**src/hw/link_status_pkg.sv**
```systemverilog
// Constants for the unit link status word map
package link_status_pkg;
  localparam int          WORD_W         = 16;          // Status word width
  localparam int          ADR_W          = 8;           // Byte address width on the bus
  localparam int          SW_W           = 4;           // Address range switch width
  localparam int          BASE_W         = 4;           // Module base number width
  localparam int          UNIT_CNT       = 15;          // Units per address range
  localparam int          FIRST_ADDR_W   = 8;           // Width of switch times range
  localparam logic [5:0]  STW_OFFSET     = 6'h0b;       // Status word index = base + 11
  localparam logic [5:0]  STW_BASE_IDX   = 6'h02;       // Index of base link status word
  localparam logic [5:0]  INFO_IDX       = 6'h1c;       // Address range info word
  localparam logic [5:0]  IRQ_STAT_IDX   = 6'h1d;       // Sticky event status
  localparam logic [5:0]  IRQ_MASK_IDX   = 6'h1e;       // Event mask
  localparam int          BCAST_BITNUM   = 1;           // Broadcast channel bit number
  localparam int          IRQ_W          = 2;           // Number of event bits
  localparam int          IRQ_UNIT       = 0;           // Unit word changed
  localparam int          IRQ_BASE       = 1;           // Controller link changed
  localparam logic [IRQ_W-1:0] IRQ_MASK_RST = 2'h0;     // Mask reset value

  // Bit number n (1 = most significant, 16 = least) to bit index
  function automatic int bit_idx(input int n);
    bit_idx = WORD_W - n;
  endfunction
endpackage

```
**src/hw/unit_link_status_map.sv**
```systemverilog
// Wishbone register bank mapping remote unit link state into status words
//
// Overview of operation
// (RULE_01) Unit link word sits at status word index equal to base number plus 11.
// (RULE_02) Bit number 16 is least significant, bit number 1 most significant.
// (RULE_03) Unit at switch times 15 plus k reports on bit number 17 minus k.
// (RULE_04) Broadcast-immediate channel status appears on bit number 1, the MSB.
// (RULE_05) Controller link status for base b is bit number 16 minus b of word 2.
// (RULE_06) A status bit reads one while communicating correctly, zero otherwise.
`timescale 1ns/1ps
module unit_link_status_map (
  input  wire logic                                  clk_i,
  input  wire logic                                  rst_i,
  input  wire logic                                  wb_cyc_i,
  input  wire logic                                  wb_stb_i,
  input  wire logic                                  wb_we_i,
  input  wire logic [link_status_pkg::ADR_W-1:0]     wb_adr_i,
  input  wire logic [31:0]                           wb_dat_i,
  input  wire logic [3:0]                            wb_sel_i,
  output logic      [31:0]                           wb_dat_o,
  output logic                                       wb_ack_o,
  output logic                                       irq_o,
  input  wire logic [link_status_pkg::UNIT_CNT-1:0]  unit_ok_i,
  input  wire logic                                  bcast_ok_i,
  input  wire logic                                  ctrl_link_ok_i,
  input  wire logic [link_status_pkg::BASE_W-1:0]    base_number_i,
  input  wire logic [link_status_pkg::SW_W-1:0]      address_range_switch_i
);
  import link_status_pkg::*;

  localparam int SYNC_W = UNIT_CNT + 2 + BASE_W + SW_W;

  logic [SYNC_W-1:0]       sync1_reg;
  logic [SYNC_W-1:0]       sync2_reg;
  logic [UNIT_CNT-1:0]     unit_s;
  logic                    bcast_s;
  logic                    ctrl_s;
  logic [BASE_W-1:0]       base_s;
  logic [SW_W-1:0]         address_range_switch;
  logic [WORD_W-1:0]       unit_link_next;
  logic [WORD_W-1:0]       unit_link_status_reg;
  logic [WORD_W-1:0]       base_link_status_reg;
  logic [WORD_W-1:0]       base_link_next;
  logic [FIRST_ADDR_W-1:0] first_addr_reg;
  logic [IRQ_W-1:0]        irq_stat_reg;
  logic [IRQ_W-1:0]        irq_mask_reg;
  logic [IRQ_W-1:0]        irq_event;
  logic [5:0]              word_idx;
  logic                    req;
  logic                    rd_req;
  logic                    wr_req;
  logic [31:0]             rd_next;

  // Two-flop synchroniser for all pins and switches
  always_ff @(posedge clk_i) begin
    if (rst_i) begin
      sync1_reg <= '0;
      sync2_reg <= '0;
    end else begin
      sync1_reg <= {unit_ok_i, bcast_ok_i, ctrl_link_ok_i, base_number_i, address_range_switch_i};
      sync2_reg <= sync1_reg;
    end
  end

  assign {unit_s, bcast_s, ctrl_s, base_s, address_range_switch} = sync2_reg;

  // Unit k lands on bit number 17 - k; index k-1 is unit k
  for (genvar k = 1; k <= UNIT_CNT; k++) begin : g_unit
    assign unit_link_next[bit_idx(WORD_W + 1 - k)] = unit_s[k-1];   // [RULE_02] [RULE_03] [RULE_06]
  end
  assign unit_link_next[bit_idx(BCAST_BITNUM)] = bcast_s;         // [RULE_04] [RULE_06]

  // Controller link bit at bit number 16 - b, index b
  assign base_link_next = WORD_W'(ctrl_s) << base_s;              // [RULE_05] [RULE_06]

  // Latch status words and the first unit address of the range
  always_ff @(posedge clk_i) begin
    if (rst_i) begin
      unit_link_status_reg <= '0;
      base_link_status_reg <= '0;
      first_addr_reg       <= '0;
    end else begin
      unit_link_status_reg <= unit_link_next;
      base_link_status_reg <= base_link_next;
      first_addr_reg       <= FIRST_ADDR_W'(address_range_switch * UNIT_CNT);  // [RULE_03]
    end
  end

  // Bus request decode; answer one cycle after the request.
  // A write lands at the edge where the master sees ack, so a master that
  // abandons the cycle before that edge leaves the registers untouched.
  assign req      = wb_cyc_i && wb_stb_i && !wb_ack_o;
  assign rd_req   = req && !wb_we_i;
  assign wr_req   = wb_cyc_i && wb_stb_i && wb_ack_o && wb_we_i && wb_sel_i[0];
  assign word_idx = wb_adr_i[ADR_W-1:2];

  // Changes in link words raise events
  assign irq_event[IRQ_UNIT] = unit_link_next != unit_link_status_reg;
  assign irq_event[IRQ_BASE] = base_link_next != base_link_status_reg;

  // Read mux; unmapped words read zero
  always_comb begin
    rd_next = '0;
    if (word_idx == 6'(base_s) + STW_OFFSET) begin
      rd_next[WORD_W-1:0] = unit_link_status_reg;               // [RULE_01]
    end else if (word_idx == STW_BASE_IDX) begin
      rd_next[WORD_W-1:0] = base_link_status_reg;               // [RULE_05]
    end else if (word_idx == INFO_IDX) begin
      rd_next = {20'h0, address_range_switch, first_addr_reg};
    end else if (word_idx == IRQ_STAT_IDX) begin
      rd_next[IRQ_W-1:0] = irq_stat_reg;
    end else if (word_idx == IRQ_MASK_IDX) begin
      rd_next[IRQ_W-1:0] = irq_mask_reg;
    end
  end

  // Acknowledge and read data
  always_ff @(posedge clk_i) begin
    if (rst_i) begin
      wb_ack_o <= 1'b0;
      wb_dat_o <= '0;
    end else begin
      wb_ack_o <= req;
      wb_dat_o <= rd_req ? rd_next : '0;
    end
  end

  // Sticky events, write one to clear; a new event wins over the clear
  always_ff @(posedge clk_i) begin
    if (rst_i) begin
      irq_stat_reg <= '0;
    end else if (wr_req && word_idx == IRQ_STAT_IDX) begin
      irq_stat_reg <= (irq_stat_reg & ~wb_dat_i[IRQ_W-1:0]) | irq_event;
    end else begin
      irq_stat_reg <= irq_stat_reg | irq_event;
    end
  end

  // Mask register
  always_ff @(posedge clk_i) begin
    if (rst_i) begin
      irq_mask_reg <= IRQ_MASK_RST;
    end else if (wr_req && word_idx == IRQ_MASK_IDX) begin
      irq_mask_reg <= wb_dat_i[IRQ_W-1:0];
    end
  end

  // Level interrupt
  always_ff @(posedge clk_i) begin
    if (rst_i) begin
      irq_o <= 1'b0;
    end else begin
      irq_o <= |(irq_stat_reg & irq_mask_reg);
    end
  end
endmodule

```
**config.mk**
```make
export PLATFORM = sky130hd
export DESIGN_NAME = unit_link_status_map
export DESIGN_NICKNAME = d
export VERILOG_FILES = /design/src/hw/link_status_pkg.sv /design/src/hw/unit_link_status_map.sv
export SDC_FILE = /design/constraint.sdc
export NUM_CORES = 1
export LEC_CHECK = 0
export ABC_AREA = 1
export BUFFER_PORTS_ARGS = -buffer_cell sky130_fd_sc_hd__buf_2
export CAP_MARGIN = 15
export CORE_ASPECT_RATIO = 1.75
export CORE_MARGIN = 2
export CORE_UTILIZATION = 45
export CTS_CLUSTER_DIAMETER = 150
export CTS_CLUSTER_SIZE = 16
export DETAILED_ROUTE_END_ITERATION = 8
export PLACE_DENSITY = 0.79
export RECOVER_POWER = 100
export SLEW_MARGIN = 20
export SYNTH_ARGS = -nofsm -noshare
export SYNTH_HDL_FRONTEND = slang
export SYNTH_SLANG_ARGS = --single-unit
```
**constraint.sdc**
```tcl
create_clock -name clk_i -period 2.85 [get_ports clk_i]
set_clock_uncertainty 0.05 [all_clocks]
set_input_delay 0.1425 -clock clk_i [delete_from_list [all_inputs] [get_ports clk_i]]
set_output_delay 0.1425 -clock clk_i [all_outputs]
set_load 0.01 [all_outputs]
```
==> out/metrics.yaml <==
min_path:
  worstHoldStart: "wb_dat_i[1]"
  hold_path.class: "in2reg"
power_and_ir_drop:
  power_density_nw_per_um2: 582.2
  p_clk_share_pct: 42.5
  internal_power_w: 0.002519
  power_frac_comb_pct: 7.5
  power_frac_seq_pct: 49.9
  netSwitchingPower_w: 0.0007707
  power_w: 0.003290
  switching_share_pct: 23.43
  leakagePower_nw: 2.541
  vdd_drop_max_mv: 0.4072
synth:
  synth_most_common_cell: "nor2_1"
  syn_area_um2: 4792
  synth_edf_count: 0
  synth-simple-area-share_pct: 24.15
  avgSynthCellArea_um2: 7.680
  synthXorXnorAreaFrac_pct: 3.760
  synth_area_leaders: "dfxtp_1 (47%), nor2_1 (11%), inv_1 (9.5%)"
  synth_area_leader_cell: "dfxtp_1"
  ys_seq_area_share_pct: 46.79
  synthDistinctLibCells: 33
  yosysWarningCount: 0
  syn_inst: 624
  synthTopCellsByCount: "nor2_1 (135), inv_1 (121), dfxtp_1 (112)"
  synth.area.mux_share_pct: 0
  ys_ff_latch: 112
  synth_top_family_by_area: "simple AND/OR/NAND/NOR gates"
  synthArstFlopShare_pct: 0
  ys.flop_type: "dfxtp_1"
  synth_fa_ha_area_share_pct: 5.222
  synth_top_area_share_pct: 46.79
  synth_compound_area_share_pct: 5.822
timing:
  rsz0062_at_grt: "no"
  finalSetupTns_ns: 0
  finalHoldViolations: 0
  setup_violations: 0
  fin_crit_ns: 2.641
  maxSlewHeadroom_pct: -2.875
  post-route-period-util_pct: 92.68
  slew_viol_final: 38
  max_freq_ghz: 0.3786
  hold_slack_ns: 0.07645
  worst_slew_pin_slew_ns: 1.543
die:
  boundaryPins: 108
  die_area_um2: 11520
  core_area_um2: 10300
  die_y_um: 140.5
  initial_core_util_pct: 46.53
  fp-row-count: 49
  die_width_um: 82.01
worst_setup_path:
  cp.required_ns: 3.08
  critPathCaptureType: "register"
  crit_fanout: 3
  cp.arrival_ns: 2.87
  crit_path_start: "sync2_reg[0]"
  startpoint_type: "register"
  crit_type: "reg2reg"
  r2r_start: "sync2_reg[0]"
finish:
  utilization_pct: 54.87
  areaGrowthSynthToFinish_pct: 17.94
  drive_gt1_share_pct: 10.33
  stdcell_area_um2: 5652
  diodes: 0
  fin_nets: 793
cts:
  cts_root_buf: "clkbuf_16"
  cts_buffers: 9
  clk_pin_slew_ns: 0.08
  htreeDepth: 3
  cts_tree: "done"
  cts_setup_buffers: 0
  clk_latency_ns: 0.34
  clock_sinks: 112
  clockBufferDepth: 2
global_routing:
  antenna_found_initial: 0
  grt_pass1_vias: 3778
  grt-ovfl-total: 0
  track_usage_pct: 18.55
  grt_pass1_wl_um: 16400
  grt_start_max_net_pins: 56
outcome:
  violations: "max-capacitance violations, max-slew violations"
  outcome: "finished with violations"
route:
  vias: 3924
  drc_errors: 0
  drt_iter0_markers: 155
  final_antenna_net_count: 0
  viasPerCell: 4.705
  totalWireLength_um: 9927
  wire_per_inst_um: 11.90
  drtPass1Iterations: 4
job:
  drv_cap: 1
place:
  dp_hpwl_um: 7139
  gp_congestion: 1.032
  io_buffers: 56
  placed_area_um2: 5110
## metal layers
layer	track usage, %	part of all wire, %	vias up
met1	19.20	36	1742
met3	2.771	5.1	33
met2	32.95	53	134
met4	12.54	5.3	0
li1	-	-	2015
met5	0	0	-
## placed cells by master, fill, tap and decap left out, drive strengths merged, types with 8 or more instances in the layout
cell type,netlist,layout
o22ai,8,8
dlygate4sd3,0,25
inv,123,124
nand3,24,24
nand2,76,76
a21oi,27,27
clkbuf,10,29
nor2,137,137
o21ai,13,13
dfxtp,112,112
xnor2,15,15
nand4,21,21
conb,1,16
ha,12,12
buf,24,41
## worst paths after layout
path | cells past startpoint | slack, ns | to
worst max register to register | 9 | 0.21 | first_addr_reg[6]
worst min-delay path | 3 | 0.08 | irq_mask_reg[1]
worst min register to register | 2 | 0.35 | sync2_reg[18]
worst max-delay path | 9 | 0.21 | first_addr_reg[6]
## power groups by stage
stage | logic, W | clock network (W) | registers (W)
3_3_place_gp | 0.000221 | 0 | 0.00168
4_1_cts | 0.000253 | 0.00142 | 0.00164
6_report | 0.000248 | 0.00140 | 0.00164
5_1_grt | 0.000283 | 0.00148 | 0.00165
2_1_floorplan | 0.000185 | 0 | 0.00167
3_5_place_dp | 0.000225 | 0 | 0.00168
## timing repair
| item | CTS | global route |
|---|---|---|
| setup endpoints to repair | 0 | 2 |
| endpoints found under the hold margin | 25 | 0 |
| gates resized for setup | 0 | 2 |
| hold buffers | 25 | 0 |
## logic make-up after synthesis
family                     Yosys count
and+or+nand+nor                    269
buffers and inverters              157
DFF                                112
AOI/OAI and AO/OA                   50
xor gates and xnor gates            18
adders and majority gates           17
other                                1
## layout make-up
cell class                 count  area [um2]
clock inverter                 7       126.4
tap                          127       158.9
fill                         979        4648
multi-input combinational    370        1894
inverter                     123       464.2
clock buffer                   9       225.2
sequential                   112        2245
timing repair buffer          86       538.0
## critical path, stage by stage (launching register included)
cell	delay [ns]
dfxtp_1	0.34
fa_1	0.58
fa_1	0.46
fa_1	0.39
nand2_1	0.08
inv_1	0.04
or2_2	0.26
a21oi_1	0.17
o21ai_0	0.09
a21oi_1	0.11
## through the flow
step | setup slack, ns | cells
after global placement | 0.1919 | 793
after global routing | 0.01422 | 834
after CTS | 0.1270 | 834
final | 0.2086 | 834
after floorplan | 0.3188 | 639
after detailed placement | 0.1450 | 793
Power figures use the tool's default switching activity.
